File: src/design/dmacp_pkg.sv
/*
 * Shared constants for the DMA control-port link: bus widths, response
 * codes, reset values and the reset-release depth of the clock domains.
 * Assumes both ends and the interface import it whole.
 */
package dmacp_pkg;

    // ------------------------------------------------------------------
    // Bus widths
    // ------------------------------------------------------------------
    localparam int ADDR_W = 32;
    localparam int DATA_W = 32;
    localparam int RESP_W = 2;

    // ------------------------------------------------------------------
    // Response codes
    // ------------------------------------------------------------------
    localparam logic [RESP_W-1:0] RESP_OKAY   = 2'h0;
    localparam logic [RESP_W-1:0] RESP_EXOKAY = 2'h1;
    localparam logic [RESP_W-1:0] RESP_SLVERR = 2'h2;
    localparam logic [RESP_W-1:0] RESP_DECERR = 2'h3;

    // ------------------------------------------------------------------
    // Reset values
    // ------------------------------------------------------------------
    localparam logic [DATA_W-1:0] RST_DATA  = 32'h0000_0000;
    localparam logic [ADDR_W-1:0] RST_ADDR  = 32'h0000_0000;
    localparam logic [RESP_W-1:0] RST_RESP  = 2'h0;
    localparam logic              RST_FLAG  = 1'b0;
    localparam logic              ENG_RST_N = 1'b0;

    // ------------------------------------------------------------------
    // Channels and clock domains
    // ------------------------------------------------------------------
    localparam int CH_N      = 2;
    localparam int CH_M2S    = 0;
    localparam int CH_S2M    = 1;
    localparam int DOM_N     = 3;
    localparam int DOM_FETCH = 0;
    localparam int DOM_M2S   = 1;
    localparam int DOM_S2M   = 2;

    // Default of the asynchronous clocking option
    localparam bit ASYNC_CLOCKING_DEF = 1'b0;

endpackage : dmacp_pkg

File: src/design/dmacp_if.sv
/*
 * Control-port link between a bus master and the DMA engine: the
 * lite bus channels, the engine reset and the two channel interrupts.
 * Assumes both ends run on the same clock.
 */
`timescale 1ns/1ns

interface dmacp_if;
    import dmacp_pkg::*;

    logic              eng_rst_n;
    logic              awvalid;
    logic              awready;
    logic [ADDR_W-1:0] awaddr;
    logic              wvalid;
    logic              wready;
    logic [DATA_W-1:0] wdata;
    logic [RESP_W-1:0] bresp;
    logic              bvalid;
    logic              bready;
    logic              arvalid;
    logic              arready;
    logic [ADDR_W-1:0] araddr;
    logic              rvalid;
    logic              rready;
    logic [DATA_W-1:0] rdata;
    logic [RESP_W-1:0] rresp;
    logic              mem_to_stream_irq;
    logic              stream_to_mem_irq;

    modport dev (
        input  eng_rst_n, awvalid, awaddr, wvalid, wdata, bready,
        input  arvalid, araddr, rready,
        output awready, wready, bresp, bvalid, arready, rvalid, rdata,
        output rresp, mem_to_stream_irq, stream_to_mem_irq
    );

    modport host (
        output eng_rst_n, awvalid, awaddr, wvalid, wdata, bready,
        output arvalid, araddr, rready,
        input  awready, wready, bresp, bvalid, arready, rvalid, rdata,
        input  rresp, mem_to_stream_irq, stream_to_mem_irq
    );

endinterface : dmacp_if

File: src/design/dmacp_dev.sv
/*
 * Engine end of the DMA control port: lite bus slave that hands writes
 * and reads to the engine core, engine-wide reset with staged release
 * of the clock domains, and the two channel interrupt outputs.
 * Assumes the master and the engine core run on sys_clk_i.
 */
`timescale 1ns/1ns


module dmacp_dev
    import dmacp_pkg::*;
#(
    parameter bit ASYNC_CLOCKING_OPTION = ASYNC_CLOCKING_DEF
)
(
    input  wire logic              sys_clk_i,
    input  wire logic              srst_i,
    input  wire logic              ce_i,
    input  wire logic [CH_N-1:0]   irq_req_i,
    input  wire logic [DATA_W-1:0] rd_data_i,
    output logic                   wr_valid_o,
    output logic [ADDR_W-1:0]      wr_addr_o,
    output logic [DATA_W-1:0]      wr_data_o,
    output logic                   rd_req_o,
    output logic [ADDR_W-1:0]      rd_addr_o,
    output logic                   eng_in_reset_o,
    output logic [DOM_N-1:0]       dom_ready_o,
    dmacp_if.dev                   bus
);

    typedef enum {DEV_IDLE, DEV_WACC, DEV_WRESP, DEV_RACC, DEV_RDATA}
        dmacp_dst_e;

    dmacp_dst_e        state_r;
    dmacp_dst_e        state_nxt;
    logic [DOM_N-1:0]  rel_s1_r;
    logic [DOM_N-1:0]  rel_r;
    logic              awready_r;
    logic              wready_r;
    logic              bvalid_r;
    logic [RESP_W-1:0] bresp_r;
    logic              arready_r;
    logic              rvalid_r;
    logic [DATA_W-1:0] rdata_r;
    logic [RESP_W-1:0] rresp_r;
    logic              wr_valid_r;
    logic [ADDR_W-1:0] wr_addr_r;
    logic [DATA_W-1:0] wr_data_r;
    logic              rd_req_r;
    logic [ADDR_W-1:0] rd_addr_r;
    logic              in_reset_r;
    logic [CH_N-1:0]   irq_r;

    // ------------------------------------------------------------------
    // Engine reset
    // ------------------------------------------------------------------
    // The link reset is already on this clock, so it needs no synchroniser
    wire eng_rst = srst_i || !bus.eng_rst_n;

    always_ff @(posedge sys_clk_i) begin
        if (srst_i) begin
            in_reset_r <= 1'b1;
        end else if (ce_i) begin
            in_reset_r <= !bus.eng_rst_n;
        end
    end

    // ------------------------------------------------------------------
    // Staged release of the fetch and channel domains
    // ------------------------------------------------------------------
    generate
        for (genvar d = 0; d < DOM_N; d++) begin : g_dom
            always_ff @(posedge sys_clk_i) begin
                if (eng_rst) begin
                    rel_s1_r[d] <= RST_FLAG;
                    rel_r[d]    <= RST_FLAG;
                end else if (ce_i) begin
                    rel_s1_r[d] <= 1'b1;
                    // Two-stage release only when domains are unrelated
                    rel_r[d]    <= ASYNC_CLOCKING_OPTION ? rel_s1_r[d]
                                                         : 1'b1;
                end
            end
        end
    endgenerate

    // ------------------------------------------------------------------
    // Lite bus slave sequencing
    // ------------------------------------------------------------------
    // Writes win over reads when both arrive in the same cycle
    wire go_wr = bus.awvalid && bus.wvalid;
    wire go_rd = bus.arvalid && !go_wr;

    always_comb begin
        state_nxt = state_r;
        case (state_r)
            DEV_IDLE: begin
                if (go_wr) begin
                    state_nxt = DEV_WACC;
                end else if (go_rd) begin
                    state_nxt = DEV_RACC;
                end
            end
            DEV_WACC: begin
                state_nxt = DEV_WRESP;
            end
            DEV_WRESP: begin
                if (bus.bready) begin
                    state_nxt = DEV_IDLE;
                end
            end
            DEV_RACC: begin
                state_nxt = DEV_RDATA;
            end
            DEV_RDATA: begin
                if (bus.rready) begin
                    state_nxt = DEV_IDLE;
                end
            end
            default: state_nxt = DEV_IDLE;
        endcase
    end

    wire take_wr = (state_r == DEV_IDLE) && go_wr;
    wire take_rd = (state_r == DEV_IDLE) && !go_wr && go_rd;

    always_ff @(posedge sys_clk_i) begin
        if (eng_rst) begin
            state_r   <= DEV_IDLE;
            awready_r <= RST_FLAG;
            wready_r  <= RST_FLAG;
            bvalid_r  <= RST_FLAG;
            arready_r <= RST_FLAG;
            rvalid_r  <= RST_FLAG;
        end else if (ce_i) begin
            state_r   <= state_nxt;
            awready_r <= (state_nxt == DEV_WACC);
            wready_r  <= (state_nxt == DEV_WACC);
            bvalid_r  <= (state_nxt == DEV_WRESP);
            arready_r <= (state_nxt == DEV_RACC);
            rvalid_r  <= (state_nxt == DEV_RDATA);
        end
    end

    // ------------------------------------------------------------------
    // Responses
    // ------------------------------------------------------------------
    always_ff @(posedge sys_clk_i) begin
        if (eng_rst) begin
            bresp_r <= RST_RESP;
            rresp_r <= RST_RESP;
            rdata_r <= RST_DATA;
        end else if (ce_i) begin
            if (state_r == DEV_WACC) begin
                bresp_r <= RESP_OKAY;
            end
            if (state_r == DEV_RACC) begin
                rresp_r <= RESP_OKAY;
                rdata_r <= rd_data_i;
            end
        end
    end

    // ------------------------------------------------------------------
    // Engine core side
    // ------------------------------------------------------------------
    always_ff @(posedge sys_clk_i) begin
        if (eng_rst) begin
            wr_valid_r <= RST_FLAG;
            wr_addr_r  <= RST_ADDR;
            wr_data_r  <= RST_DATA;
            rd_req_r   <= RST_FLAG;
            rd_addr_r  <= RST_ADDR;
        end else if (ce_i) begin
            wr_valid_r <= (state_r == DEV_WACC);
            rd_req_r   <= take_rd;
            if (take_wr) begin
                wr_addr_r <= bus.awaddr;
                wr_data_r <= bus.wdata;
            end
            if (take_rd) begin
                rd_addr_r <= bus.araddr;
            end
        end
    end

    // ------------------------------------------------------------------
    // Channel interrupts
    // ------------------------------------------------------------------
    always_ff @(posedge sys_clk_i) begin
        if (eng_rst) begin
            irq_r <= '0;
        end else if (ce_i) begin
            irq_r[CH_M2S] <= irq_req_i[CH_M2S] && rel_r[DOM_M2S];
            irq_r[CH_S2M] <= irq_req_i[CH_S2M] && rel_r[DOM_S2M];
        end
    end

    // ------------------------------------------------------------------
    // Outputs
    // ------------------------------------------------------------------
    assign bus.awready           = awready_r;
    assign bus.wready            = wready_r;
    assign bus.bvalid            = bvalid_r;
    assign bus.bresp             = bresp_r;
    assign bus.arready           = arready_r;
    assign bus.rvalid            = rvalid_r;
    assign bus.rdata             = rdata_r;
    assign bus.rresp             = rresp_r;
    assign bus.mem_to_stream_irq = irq_r[CH_M2S];
    assign bus.stream_to_mem_irq = irq_r[CH_S2M];
    assign wr_valid_o            = wr_valid_r;
    assign wr_addr_o             = wr_addr_r;
    assign wr_data_o             = wr_data_r;
    assign rd_req_o              = rd_req_r;
    assign rd_addr_o             = rd_addr_r;
    assign eng_in_reset_o        = in_reset_r;
    assign dom_ready_o           = rel_r;

endmodule : dmacp_dev

File: src/flat_wrapper.sv
// flat-port wrapper written by rule: the top's interface ports become plain ports
module dmacp_dev_flat import dmacp_pkg::*;
#(
    parameter bit ASYNC_CLOCKING_OPTION = ASYNC_CLOCKING_DEF
)
  (sys_clk_i, srst_i, ce_i, irq_req_i, rd_data_i, wr_valid_o, wr_addr_o, wr_data_o, rd_req_o, rd_addr_o, eng_in_reset_o, dom_ready_o, bus_eng_rst_n, bus_awvalid, bus_awaddr, bus_wvalid, bus_wdata, bus_bready, bus_arvalid, bus_araddr, bus_rready, bus_awready, bus_wready, bus_bresp, bus_bvalid, bus_arready, bus_rvalid, bus_rdata, bus_rresp, bus_mem_to_stream_irq, bus_stream_to_mem_irq);
  dmacp_if bus_i ();
  input  wire logic sys_clk_i;
  input  wire logic srst_i;
  input  wire logic ce_i;
  input  wire logic [CH_N-1:0] irq_req_i;
  input  wire logic [DATA_W-1:0] rd_data_i;
  output logic wr_valid_o;
  output logic [ADDR_W-1:0] wr_addr_o;
  output logic [DATA_W-1:0] wr_data_o;
  output logic rd_req_o;
  output logic [ADDR_W-1:0] rd_addr_o;
  output logic eng_in_reset_o;
  output logic [DOM_N-1:0] dom_ready_o;
  input wire logic [$bits(bus_i.eng_rst_n)-1:0] bus_eng_rst_n;
  input wire logic [$bits(bus_i.awvalid)-1:0] bus_awvalid;
  input wire logic [$bits(bus_i.awaddr)-1:0] bus_awaddr;
  input wire logic [$bits(bus_i.wvalid)-1:0] bus_wvalid;
  input wire logic [$bits(bus_i.wdata)-1:0] bus_wdata;
  input wire logic [$bits(bus_i.bready)-1:0] bus_bready;
  input wire logic [$bits(bus_i.arvalid)-1:0] bus_arvalid;
  input wire logic [$bits(bus_i.araddr)-1:0] bus_araddr;
  input wire logic [$bits(bus_i.rready)-1:0] bus_rready;
  output wire logic [$bits(bus_i.awready)-1:0] bus_awready;
  output wire logic [$bits(bus_i.wready)-1:0] bus_wready;
  output wire logic [$bits(bus_i.bresp)-1:0] bus_bresp;
  output wire logic [$bits(bus_i.bvalid)-1:0] bus_bvalid;
  output wire logic [$bits(bus_i.arready)-1:0] bus_arready;
  output wire logic [$bits(bus_i.rvalid)-1:0] bus_rvalid;
  output wire logic [$bits(bus_i.rdata)-1:0] bus_rdata;
  output wire logic [$bits(bus_i.rresp)-1:0] bus_rresp;
  output wire logic [$bits(bus_i.mem_to_stream_irq)-1:0] bus_mem_to_stream_irq;
  output wire logic [$bits(bus_i.stream_to_mem_irq)-1:0] bus_stream_to_mem_irq;
  assign bus_i.eng_rst_n = bus_eng_rst_n;
  assign bus_i.awvalid = bus_awvalid;
  assign bus_i.awaddr = bus_awaddr;
  assign bus_i.wvalid = bus_wvalid;
  assign bus_i.wdata = bus_wdata;
  assign bus_i.bready = bus_bready;
  assign bus_i.arvalid = bus_arvalid;
  assign bus_i.araddr = bus_araddr;
  assign bus_i.rready = bus_rready;
  assign bus_awready = bus_i.awready;
  assign bus_wready = bus_i.wready;
  assign bus_bresp = bus_i.bresp;
  assign bus_bvalid = bus_i.bvalid;
  assign bus_arready = bus_i.arready;
  assign bus_rvalid = bus_i.rvalid;
  assign bus_rdata = bus_i.rdata;
  assign bus_rresp = bus_i.rresp;
  assign bus_mem_to_stream_irq = bus_i.mem_to_stream_irq;
  assign bus_stream_to_mem_irq = bus_i.stream_to_mem_irq;
  dmacp_dev #(.ASYNC_CLOCKING_OPTION(ASYNC_CLOCKING_OPTION)) u_core (.sys_clk_i(sys_clk_i), .srst_i(srst_i), .ce_i(ce_i), .irq_req_i(irq_req_i), .rd_data_i(rd_data_i), .wr_valid_o(wr_valid_o), .wr_addr_o(wr_addr_o), .wr_data_o(wr_data_o), .rd_req_o(rd_req_o), .rd_addr_o(rd_addr_o), .eng_in_reset_o(eng_in_reset_o), .dom_ready_o(dom_ready_o), .bus(bus_i));
endmodule
File: config.mk
export PLATFORM = sky130hd
export DESIGN_NAME = dmacp_dev_flat
export DESIGN_NICKNAME = d
export VERILOG_FILES = /design/src/design/dmacp_pkg.sv /design/src/design/dmacp_if.sv /design/src/design/dmacp_dev.sv /design/src/flat_wrapper.sv
export SDC_FILE = /design/constraint.sdc
export NUM_CORES = 1
export LEC_CHECK = 0
export BUFFER_PORTS_ARGS = -buffer_cell sky130_fd_sc_hd__clkbuf_2
export CAP_MARGIN = 20
export CORE_ASPECT_RATIO = 0.5
export CORE_MARGIN = 2
export CORE_UTILIZATION = 52
export CTS_BUF_LIST = sky130_fd_sc_hd__clkbuf_16
export CTS_CLUSTER_SIZE = 20
export DETAILED_ROUTE_END_ITERATION = 7
export PLACE_DENSITY = 0.85
export SKIP_CTS_REPAIR_TIMING = 1
export SLEW_MARGIN = 20
export SYNTH_ARGS = -nofsm -noshare
export SYNTH_HDL_FRONTEND = slang
export SYNTH_SLANG_ARGS = --single-unit
File: constraint.sdc
create_clock -name sys_clk_i -period 5 [get_ports sys_clk_i]
set_input_delay 0 -clock sys_clk_i [delete_from_list [all_inputs] [get_ports sys_clk_i]]
set_output_delay 0 -clock sys_clk_i [all_outputs]
set_load 0.05 [all_outputs]
==> summary.md, run 1 <==
| Metric | Value |
|---|---|
| Vias in the first global route | `6488` |
| Core Area | `0.01288 mm2` |
| Area occupied by multi-input gates | `0.003078 mm2` |
| Internal Power | `2.187 mW` |
| H-tree levels | `4` |
| Largest family of logic cells by synthesized area | `compound AO/OA/AOI/OAI gates` |
| Worst skew pair latency | `0.42 ns` |
| P per Cell Area | `298.4 mW/mm2` |
| Placed Area | `0.008170 mm2` |
| Clock Skews | `0.01521 ns` |
| Status | `complete, no violations` |
| Share of cells above drive strength 1 | `29.87%` |
| I/O pins | `284` |
| Maximum VDD drop | `0.0002233 V` |
| Syn Inst Count | `771` |
| Flop pwr share | `45.7%` |
| Total number of placement rows | `29` |
| Dpl hpwl | `12.66 mm` |
| Setup-failing EPs final | `0` |
| Routed length on met3 | `1.855 mm` |
| Hold WC Path Type | `in2reg` |
| Dominant cell type by area after synthesis | `dfxtp_1` |
| Clock Sinks | `170` |
| Die Area | `0.01440 mm2` |
| Buf/Inv on CP | `1` |
| Xor/xnor share of the synthesized area | `0%` |
| Final non-filler cell area | `0.01010 mm2` |
| Final period utilization | `57.22%` |
| Pre-Repair DR Iteration Count | `8` |
| Type of destination of the critical path | `register` |
| Slew HR | `24.63%` |
| Clock power share | `43.5%` |
| Max stage delay on crit path | `1.06 ns` |
| Comb power frac | `10.8%` |
| Final count of hold timing violations | `0` |
| Synth Area in Adders | `0%` |
| Synth area leaders | `dfxtp_1 (49%), o31ai_1 (14%), nand4_1 (12%)` |
| Number of routed nets with antenna violations | `0` |
| Final setup TNS | `0 ns` |
| Register area | `0.003403 mm2` |
| IO buf count | `279` |
| Fraction of the mapped netlist area in compound gates | `24.55%` |
| #FFs+latches synth | `170` |
| Top cell type's share of synthesized area | `48.85%` |
| Crit Path Category | `reg2reg` |
| Sequential share of the synthesized area | `48.85%` |
| Nets | `1241` |
| CTS clk-pin slew, worst paths | `0.08 ns` |
| Area growth, synth to finish | `44.94%` |
| Die width | `167.7 um` |
| Max Transition Viols Final | `0` |
| Final wirelength | `25.24 mm` |
| Max Cap Violations | `0` |
| CP max-delay cell | `and4_2` |
| Synthesized area | `0.006967 mm2` |
| Syn_area_per_cell | `9.036 um2` |
| WL met1 | `9.800 mm` |
| Critical path's top delay family | `simple AND/OR/NAND/NOR gates` |
| Synth Area in Simple Gates | `19.15%` |
| RSZ-0062 raised after global routing | `no` |
| Worst Tran Pin Value | `1.131 ns` |
| Arr. time, crit path | `3.20 ns` |
| Worst path cell trace | `nor3_1, and4_2, buf_4, nand4_1, a21oi_1` |
| Largest net degree at the start of global routing | `118` |
| Switching share of power | `27.43%` |
| FMAX | `349.5 MHz` |
| Synth unique cells | `29` |
| Gpl congestion | `0.8195` |
| Root buf cell | `clkbuf_16` |
| Grt ovf | `0` |
| Post-synthesis mux area share | `0%` |
| Worst Path Required | `5.34 ns` |
| TritonCTS clock tree | `yes` |
| Tot Pwr | `3.013 mW` |
| Detailed Route Iter0 Violations | `1191` |
| Met2 wire len | `12.13 mm` |
| Die Y | `85.85 um` |
| Switch Pwr | `826.6 uW` |
| Initial antenna violation count | `2` |
| # fillers | `789` |
| DRC viols | `0` |
| Tmin final | `2.861 ns` |
| Critical Path Source Type | `register` |
| Initial Utilization | `54.08%` |
| Routed len/inst | `19.61 um` |
| Maximum buffer depth of the clock tree | `2` |
| Leakage power | `4.058 nW` |
| TritonCTS buffer count | `17` |
| Top sig layer | `met4` |
| Total track usage | `27.25%` |
| WHS | `0.007900 ns` |
| Vias | `8120` |
| Via/cell ratio | `6.309` |
| First-pass GRT wire length | `32.40 mm` |
| Yosys warns | `0` |
| Worst-path maximum fanout | `59` |
## per-layer routing
metal | GRT usage, % | vias up
li1 | - | 3623
met1 | 35.25 | 3775
met2 | 45.61 | 582
met3 | 4.246 | 140
met4 | 12.89 | 0
met5 | 0 | -
## cell type report
class / instances / area share (%)
Clock inverter: 15 / 1.636
Timing Repair Buffer: 422 / 27.77
Sequential cell: 170 / 33.70
Antenna cell: 2 / 0.04957
Tap cell: 170 / 2.107
Multi-Input combinational cell: 490 / 30.48
Inverter: 1 / 0.03717
Clock buffer: 17 / 4.213
## worst reg2reg max path, stage by stage (launching register included)
cell and delay (ns):
dfxtp_1 0.32, nor3_1 0.40, and4_2 1.06, buf_4 0.58, nand4_1 0.20, a21oi_1 0.22
## worst paths after layout
path / from / end / slack (ns) / cells after the start
max: u_core.state_r[3]$_SDFFE_PP0P_ / u_core.wr_addr_o[5]$_SDFFE_PP0P_ / 2.14 / 5
min: bus_bready / u_core.bus.arready$_SDFFE_PP0P_ / 0.008 / 4
max reg2reg: u_core.state_r[3]$_SDFFE_PP0P_ / u_core.wr_addr_o[5]$_SDFFE_PP0P_ / 2.14 / 5
min reg2reg: u_core.state_r[23]$_SDFFE_PP0P_ / u_core.state_r[23]$_SDFFE_PP0P_ / 0.47 / 1
## cells in the final DEF (no fill, tap or decap), drive strengths merged, types with 5 or more instances in the layout
| master | n |
|---|---|
| nand4 | 132 |
| nor4 | 6 |
| nand2 | 6 |
| nand3 | 5 |
| buf | 11 |
| inv | 11 |
| dlygate4sd3 | 132 |
| and2 | 30 |
| clkbuf | 296 |
| o31ai | 130 |
| nor2 | 7 |
| dfxtp | 170 |
| nand2b | 11 |
| a21oi | 136 |
## sequential cells by signal (all words and copies together) (netlist names)
register	cells
u_core.bus.rdata	32
u_core.rd_addr_o	32
u_core.state_r	32
u_core.wr_addr_o	32
u_core.wr_data_o	32
u_core.irq_r	2
u_core.bus.arready	1
u_core.bus.awready	1
u_core.bus.bvalid	1
u_core.bus.rvalid	1
u_core.dom_ready_o	1
u_core.eng_in_reset_o	1
u_core.rd_req_o	1
u_core.wr_valid_o	1
## Yosys cell counts (all sizes together)
cell type  instances
dfxtp            170
a21oi            136
nand4            132
o31ai            130
clkbuf            62
buf               51
and2              30
nand2b            11
nor2               7
nand2              6
nor4               6
nand3              5
and4               4
o21ai              4
nor3               3
o32ai              3
nor2b              2
or3                2
a21boi             1
and3               1
conb               1
inv                1
nand3b             1
nor3b              1
nor4b              1
## through the flow
step / std cells / setup WS [ns] / util [%]
after global routing: 1287 / 1.931 / 78.39
after floorplan: 774 / 3.371 / -
after detailed placement: 1121 / 2.320 / 63.43
final: 1287 / 2.139 / 78.39
after CTS: 1153 / 2.276 / 68.01
after global placement: 1121 / 2.423 / 63.43
## kinds of logic after synthesis
kind of cell	after synthesis
AO/OA/AOI/OAI	274
AND/OR/NAND/NOR	212
flip-flops	170
buffers and inverters	114
other	1
## power groups by stage
stage / Clock [mW] / Combinational [mW] / Sequential, mW
floorplan: 0 / 0.0984 / 1.45
global placement: 0 / 0.225 / 1.41
CTS: 1.32 / 0.229 / 1.38
global route: 1.39 / 0.341 / 1.38
detailed placement: 0 / 0.227 / 1.41
finish: 1.31 / 0.325 / 1.38
Note: power is estimated with default switching activity, not from simulation.
==> run 2: changes to the inputs <==
--- a/config.mk
+++ b/config.mk
@@ -9,11 +9,11 @@
 export CAP_MARGIN = 20
 export CORE_ASPECT_RATIO = 0.5
 export CORE_MARGIN = 2
-export CORE_UTILIZATION = 52
+export CORE_UTILIZATION = 44
 export CTS_BUF_LIST = sky130_fd_sc_hd__clkbuf_16
 export CTS_CLUSTER_SIZE = 20
 export DETAILED_ROUTE_END_ITERATION = 7
-export PLACE_DENSITY = 0.85
+export PLACE_DENSITY = 0.77
 export SKIP_CTS_REPAIR_TIMING = 1
 export SLEW_MARGIN = 20
 export SYNTH_ARGS = -nofsm -noshare
==> constraint.sdc (replaced) <==
create_clock -name sys_clk_i -period 2.3 [get_ports sys_clk_i]
set_input_delay 0 -clock sys_clk_i [delete_from_list [all_inputs] [get_ports sys_clk_i]]
set_output_delay 0 -clock sys_clk_i [all_outputs]
set_load 0.05 [all_outputs]
==> run 2 against run 1 <==
Via count fell by 3.2%. Largest power group unchanged. Sequential share of layout area fell by 0.64 points. First-iteration DRC count fell by 39%. Register-to-register slack got worse by 1.9 ns. Sequential power rose by 120%. Global-route usage fell by 4.0 points. Highest routed layer unchanged. Die area rose by 18%. Worst hold slack improved by 0.015 ns. Utilization fell by 12 points. Clock-buffer cell count did not move. Non-clock buffer count rose by 9. Cell count rose by 3.2%.
==> summary.md, run 2 (same netlist as run 1, synthesis figures left out) <==
| Metric | Value |
|---|---|
| Maximum VDD drop | `0.0005954 V (was 0.0002233 V)` |
| Die Y | `92.98 um (was 85.85 um)` |
| Total number of placement rows | `32 (was 29)` |
| CTS clk-pin slew, worst paths | `0.08 ns (about the same)` |
| Clock Skews | `0.02053 ns (was 0.01521 ns)` |
| DRC viols | `0 (unchanged)` |
| Max Transition Viols Final | `0 (unchanged)` |
| Max stage delay on crit path | `0.38 ns (was 1.06 ns)` |
| Root buf cell | `clkbuf_16 (unchanged)` |
| Final setup TNS | `0 ns (unchanged)` |
| Maximum buffer depth of the clock tree | `2 (unchanged)` |
| Final period utilization | `88.39% (was 57.22%)` |
| Initial Utilization | `45.08% (was 54.08%)` |
| Comb power frac | `10.8% (about the same)` |
| Flop pwr share | `45.9% (was 45.7%)` |
| Via/cell ratio | `5.922 (was 6.309)` |
| N_diodes | `0 (was 2)` |
| TritonCTS clock tree | `yes (unchanged)` |
| Routed length on met3 | `1.340 mm (was 1.855 mm)` |
| Routed len/inst | `18.05 um (was 19.61 um)` |
| CP max-delay cell | `nor4_1 (was and4_2)` |
| IO buf count | `279 (unchanged)` |
| Pre-Repair DR Iteration Count | `5 (was 8)` |
| Slew HR | `49.88% (was 24.63%)` |
| Die Area | `0.01692 mm2 (was 0.01440 mm2)` |
| Arr. time, crit path | `2.30 ns (was 3.20 ns)` |
| Top sig layer | `met4 (unchanged)` |
| Most common cell after layout, fill and taps aside | `clkbuf_2 (unchanged)` |
| Worst Path Required | `2.57 ns (was 5.34 ns)` |
| Crit Path Category | `reg2reg (unchanged)` |
| R2R setup slack | `0.27 ns (was 2.14 ns)` |
| Share of cells above drive strength 1 | `30.07% (was 29.87%)` |
| Clock Sinks | `170 (unchanged)` |
| I/O pins | `284 (unchanged)` |
| Final wirelength | `23.97 mm (was 25.24 mm)` |
| Max Cap Violations | `0 (unchanged)` |
| Largest net degree at the start of global routing | `98 (was 118)` |
| Leakage power | `4.133 nW (was 4.058 nW)` |
| WL met1 | `9.510 mm (was 9.800 mm)` |
| Final count of hold timing violations | `0 (unchanged)` |
| Status | `complete, no violations (unchanged)` |
| Worst skew pair latency | `0.42 ns (about the same)` |
| Tot Pwr | `6.527 mW (was 3.013 mW)` |
| Switching share of power | `27.13% (was 27.43%)` |
| Worst path cell trace | `nor4_1, nand4_1, buf_12, o31ai_1, a21oi_1 (was nor3_1, and4_2, buf_4, nand4_1, a21oi_1)` |
| H-tree levels | `4 (unchanged)` |
| Dpl hpwl | `12.90 mm (was 12.66 mm)` |
| Nets | `1250 (was 1241)` |
| Total track usage | `23.29% (was 27.25%)` |
| Switch Pwr | `1.771 mW (was 826.6 uW)` |
| Gpl congestion | `0.7980 (was 0.8195)` |
| Internal Power | `4.757 mW (was 2.187 mW)` |
| RSZ-0062 raised after global routing | `no (unchanged)` |
| Vias | `7864 (was 8120)` |
| Area growth, synth to finish | `47.74% (was 44.94%)` |
| Worst-path maximum fanout | `67 (was 59)` |
| TritonCTS buffer count | `17 (unchanged)` |
| Core Area | `0.01545 mm2 (was 0.01288 mm2)` |
| Most frequent cells in the layout | `clkbuf_2 (279), dfxtp_1 (170), a21oi_1 (136) (unchanged)` |
| Hold WC Path Type | `in2reg (unchanged)` |
| First-pass GRT wire length | `32.64 mm (was 32.40 mm)` |
| Vias in the first global route | `6397 (was 6488)` |
| Buf/Inv on CP | `1 (unchanged)` |
| FMAX | `491.9 MHz (was 349.5 MHz)` |
| Initial antenna violation count | `0 (was 2)` |
| Critical Path Source Type | `register (unchanged)` |
| Tmin final | `2.033 ns (was 2.861 ns)` |
| Number of routed nets with antenna violations | `0 (unchanged)` |
| P per Cell Area | `634.2 mW/mm2 (was 298.4 mW/mm2)` |
| Setup-failing EPs final | `0 (unchanged)` |
| Grt ovf | `0 (unchanged)` |
| Met2 wire len | `11.91 mm (was 12.13 mm)` |
| Detailed Route Iter0 Violations | `725 (was 1191)` |
| Type of destination of the critical path | `register (unchanged)` |
| Critical path's top delay family | `simple AND/OR/NAND/NOR gates (unchanged)` |
| Worst Tran Pin Value | `0.7518 ns (was 1.131 ns)` |
| Die width | `182.0 um (was 167.7 um)` |
| Clock power share | `43.3% (was 43.5%)` |
[run 2: area by class of cell]
type	instances	area (um2)
clock buffers	17	425.4
clock inverters	15	165.2
fillers	1147	5162
inverters	1	3.754
multi-input cells	490	3072
flip-flops and latches	170	3403
well taps	204	255.2
repair buffers	431	2968
[run 2: metrics by stage]
step                      instances  hold slack [ns]  setup WS [ns]  instance area [um2]  utilization, %
final                          1328          0.02277         0.2671                10290           66.60
after global routing           1328          0.03242         0.1362                10290           66.60
after CTS                      1196          -0.2063         0.3682                 8971           58.05
after detailed placement       1164           0.2240         0.3813                 8381           54.23
after global placement         1164           0.2256         0.4196                 8381           54.23
after floorplan                 774           0.1015         0.6708                 6978               -
[run 2: power by group through the flow]
stage / logic, mW / registers (mW) / clock network, mW
6_report: 0.707 / 2.99 / 2.83
5_1_grt: 0.748 / 3.00 / 3.01
4_1_cts: 0.508 / 2.99 / 2.88
3_5_place_dp: 0.506 / 3.06 / 0
3_3_place_gp: 0.503 / 3.06 / 0
2_1_floorplan: 0.214 / 3.16 / 0
[run 2: final timing paths]
check                                                startpoint                                to  cells after the start
worst max register to register  u_core.state_r[25]$_SDFFE_PP0P_  u_core.wr_addr_o[8]$_SDFFE_PP0P_                      5
worst min-delay path                              bus_eng_rst_n    u_core.bus.rvalid$_SDFFE_PP0P_                      3
worst max-delay path            u_core.state_r[25]$_SDFFE_PP0P_  u_core.wr_addr_o[8]$_SDFFE_PP0P_                      5
worst min register to register  u_core.state_r[20]$_SDFFE_PP0P_   u_core.state_r[20]$_SDFFE_PP0P_                      1
[run 2: tightest hold or removal path, delay by kind of cell]
| family | cells | cell delay (ns) |
|---|---|---|
| and+or+nand+nor | 1 | 0.17 |
| buffers and inverters | 1 | 0.12 |
| AOI/OAI and AO/OA | 1 | 0.09 |
[run 2: routing by layer]
layer	up-vias	track usage [%]
met5	-	0
met4	0	9.476
met1	3673	30.56
met3	108	4.128
li1	3640	-
met2	443	38.47
==> run 3: changes to the inputs <==
--- a/config.mk
+++ b/config.mk
@@ -5,15 +5,16 @@
 export SDC_FILE = /design/constraint.sdc
 export NUM_CORES = 1
 export LEC_CHECK = 0
+export ABC_AREA = 1
 export BUFFER_PORTS_ARGS = -buffer_cell sky130_fd_sc_hd__clkbuf_2
 export CAP_MARGIN = 20
 export CORE_ASPECT_RATIO = 0.5
 export CORE_MARGIN = 2
-export CORE_UTILIZATION = 44
+export CORE_UTILIZATION = 40
 export CTS_BUF_LIST = sky130_fd_sc_hd__clkbuf_16
 export CTS_CLUSTER_SIZE = 20
 export DETAILED_ROUTE_END_ITERATION = 7
-export PLACE_DENSITY = 0.77
+export PLACE_DENSITY = 0.73
 export SKIP_CTS_REPAIR_TIMING = 1
 export SLEW_MARGIN = 20
 export SYNTH_ARGS = -nofsm -noshare
==> run 3 against run 2 <==
Via count is 17% lower. Synthesized area is 10% lower. Sequential power hardly changed. Flip-flop and latch count stayed put. Global-route usage is 4.9 points lower. Sequential share of layout area is 2.6 points higher. First-iteration DRC count is 58% lower. Routed wire length is 20% lower. Largest cell class unchanged. Largest power group unchanged.
==> summary.md, run 3 <==
| Metric | Value |
|---|---|
| Final wirelength | `19.10 mm (was 23.97 mm)` |
| Total track usage | `18.42% (was 23.29%)` |
| Routed len/inst | `13.84 um (was 18.05 um)` |
| Initial Utilization | `40.69% (was 45.08%)` |
| Vias in the first global route | `5189 (was 6397)` |
| Maximum buffer depth of the clock tree | `2 (unchanged)` |
| Die Area | `0.01667 mm2 (was 0.01692 mm2)` |
| Most frequent cells in the layout | `clkbuf_2 (279), dfxtp_1 (170), inv_1 (142), a21oi_1 (142), dlygate4sd3_1 (133) (was clkbuf_2 (279), dfxtp_1 (170), a21oi_1 (136))` |
| Gpl congestion | `0.7879 (was 0.7980)` |
| Setup-failing EPs final | `0 (unchanged)` |
| Synthesized area | `0.006240 mm2 (was 0.006967 mm2)` |
| Top cell type's share of synthesized area | `54.54% (was 48.85%)` |
| First-pass GRT wire length | `25.03 mm (was 32.64 mm)` |
| Worst Path Required | `2.57 ns (about the same)` |
| Asr flop ratio synth | `0% (unchanged)` |
| Area growth, synth to finish | `52.98% (was 47.74%)` |
| P per Cell Area | `698.0 mW/mm2 (was 634.2 mW/mm2)` |
| Largest net degree at the start of global routing | `129 (was 98)` |
| Dpl hpwl | `11.19 mm (was 12.90 mm)` |
| Type of destination of the critical path | `register (unchanged)` |
| Most common cell after layout, fill and taps aside | `clkbuf_2 (unchanged)` |
| Maximum VDD drop | `0.0004994 V (was 0.0005954 V)` |
| Final count of hold timing violations | `0 (unchanged)` |
| Worst skew pair latency | `0.41 ns (was 0.42 ns)` |
| Worst-path maximum fanout | `128 (was 67)` |
| Nets | `1302 (was 1250)` |
| Share of cells above drive strength 1 | `27.72% (was 30.07%)` |
| #FFs+latches synth | `170 (unchanged)` |
| EDFF count, synth | `0 (unchanged)` |
| Synth unique cells | `21 (was 29)` |
| Finished Core Util | `62.25% (was 66.60%)` |
| Pre-Repair DR Iteration Count | `7 (was 5)` |
| TritonCTS buffer count | `17 (unchanged)` |
| Final setup TNS | `0 ns (unchanged)` |
| I/O pins | `284 (unchanged)` |
| Sequential share of the synthesized area | `54.54% (was 48.85%)` |
| Final period utilization | `83.77% (was 88.39%)` |
| Detailed Route Iter0 Violations | `306 (was 725)` |
| FMAX | `519.0 MHz (was 491.9 MHz)` |
| Pre-CTS setup slack | `0.4594 ns (was 0.3813 ns)` |
| Arr. time, crit path | `2.20 ns (was 2.30 ns)` |
| Die width | `180.6 um (was 182.0 um)` |
| Tmin final | `1.927 ns (was 2.033 ns)` |
| Root buf cell | `clkbuf_16 (unchanged)` |
| CTS clk-pin slew, worst paths | `0.07 ns (was 0.08 ns)` |
| Max Transition Viols Final | `0 (unchanged)` |
| Vias | `6491 (was 7864)` |
| TritonCTS clock tree | `yes (unchanged)` |
| Count leader, synth | `dfxtp_1 (unchanged)` |
| H-tree levels | `4 (unchanged)` |
| Leakage power | `4.071 nW (was 4.133 nW)` |
| Ys flop type | `dfxtp_1 (unchanged)` |
| Commonest cells post-synth | `dfxtp_1 (170), a21oi_1 (142), inv_1 (141) (was dfxtp_1 (170), a21oi_1 (136), nand4_1 (132))` |
| Syn Inst Count | `778 (was 771)` |
| Number of routed nets with antenna violations | `0 (unchanged)` |
| Clock Skews | `0.01400 ns (was 0.02053 ns)` |
| Worst Tran Pin Value | `0.6113 ns (was 0.7518 ns)` |
| Status | `complete, no violations (unchanged)` |
| IO buf count | `279 (unchanged)` |
| N_diodes | `0 (unchanged)` |
| Critical Path Source Type | `register (unchanged)` |
| Yosys warns | `0 (unchanged)` |
| Max Cap Violations | `0 (unchanged)` |
| Setup ws final | `0.3732 ns (was 0.2671 ns)` |
| Dominant cell type by area after synthesis | `dfxtp_1 (unchanged)` |
| Core Area | `0.01533 mm2 (was 0.01545 mm2)` |
| Hold WC Path Type | `in2reg (unchanged)` |
| Clock Sinks | `170 (unchanged)` |
| Synth area leaders | `dfxtp_1 (55%), a21oi_1 (11%), inv_1 (8.5%) (was dfxtp_1 (49%), o31ai_1 (14%), nand4_1 (12%))` |
| Die Y | `92.32 um (was 92.98 um)` |
| Crit Path Category | `reg2reg (unchanged)` |
| RSZ-0062 raised after global routing | `no (unchanged)` |
| Slew HR | `59.25% (was 49.88%)` |
| Via/cell ratio | `4.704 (was 5.922)` |
| WHS | `0.01009 ns (was 0.02277 ns)` |
| Total number of placement rows | `32 (unchanged)` |
| Initial antenna violation count | `0 (unchanged)` |
| Syn_area_per_cell | `8.020 um2 (was 9.036 um2)` |
| Grt ovf | `0 (unchanged)` |
| DRC viols | `0 (unchanged)` |
-- run 3: power breakdown --
part / leakage [nW] / total, mW / switching, mW / internal, mW
combinational: 2.41 / 0.808 / 0.476 / 0.332
sequential: 1.37 / 3.02 / 0.0285 / 2.99
clock: 0.285 / 2.83 / 1.29 / 1.54
-- run 3: worst max-delay path, stage by stage, from the launching register on --
cell and delay (ns):
dfxtp_1 0.33, nor2_2 0.17, inv_1 0.08, nor2_1 0.12, nand3_2 0.10, nor2_2 0.18, nand3_4 0.09, buf_12 0.20
o21ai_0 0.29, a21oi_1 0.06
-- run 3: path summary, 6_finish.rpt --
kind	depth (start not counted)	startpoint	to	slack, ns
max reg2reg	9	u_core.state_r[2]$_SDFFE_PP0P_	u_core.wr_addr_o[4]$_SDFFE_PP0P_	0.37
min	6	bus_bready	u_core.bus.bvalid$_SDFFE_PP0P_	0.01
max	9	u_core.state_r[2]$_SDFFE_PP0P_	u_core.wr_addr_o[4]$_SDFFE_PP0P_	0.37
min reg2reg	2	u_core.state_r[17]$_SDFFE_PP0P_	u_core.state_r[17]$_SDFFE_PP0P_	0.44
-- run 3: area by class of cell --
cell class                      instances  area (um2)
Clock buffer                           17       425.4
Clock inverter                         15       157.7
Fill cell                            1251        5789
Inverter                              142       533.0
Multi-Input combinational cell        412        1958
Sequential cell                       170        3403
Tap cell                              204       255.2
Timing Repair Buffer                  420        2813
-- run 3: metal layers --
metal  track usage (%)  routed length [um]
met5                 0                   0
met3             4.247                 752
met1             21.35                7433
met4             7.863                 847
met2             32.95               10060
-- run 3: kinds of logic after synthesis --
family                 Yosys count  synth area share (%)
AOI/OAI and AO/OA              273                 21.90
buffers and inverters          199                 14.58
DFF                            170                 54.54
other                            1               0.06010
and+or+nand+nor                135                 8.923
-- run 3: metrics by stage --
stage               total power, mW  instances  cell area, um2
CTS                           6.531       1247            8214
global placement              3.684       1215            7631
global route                  6.933       1380            9545
finish                        6.663       1380            9545
detailed placement            3.693       1215            7631
floorplan                     3.509        781            6251
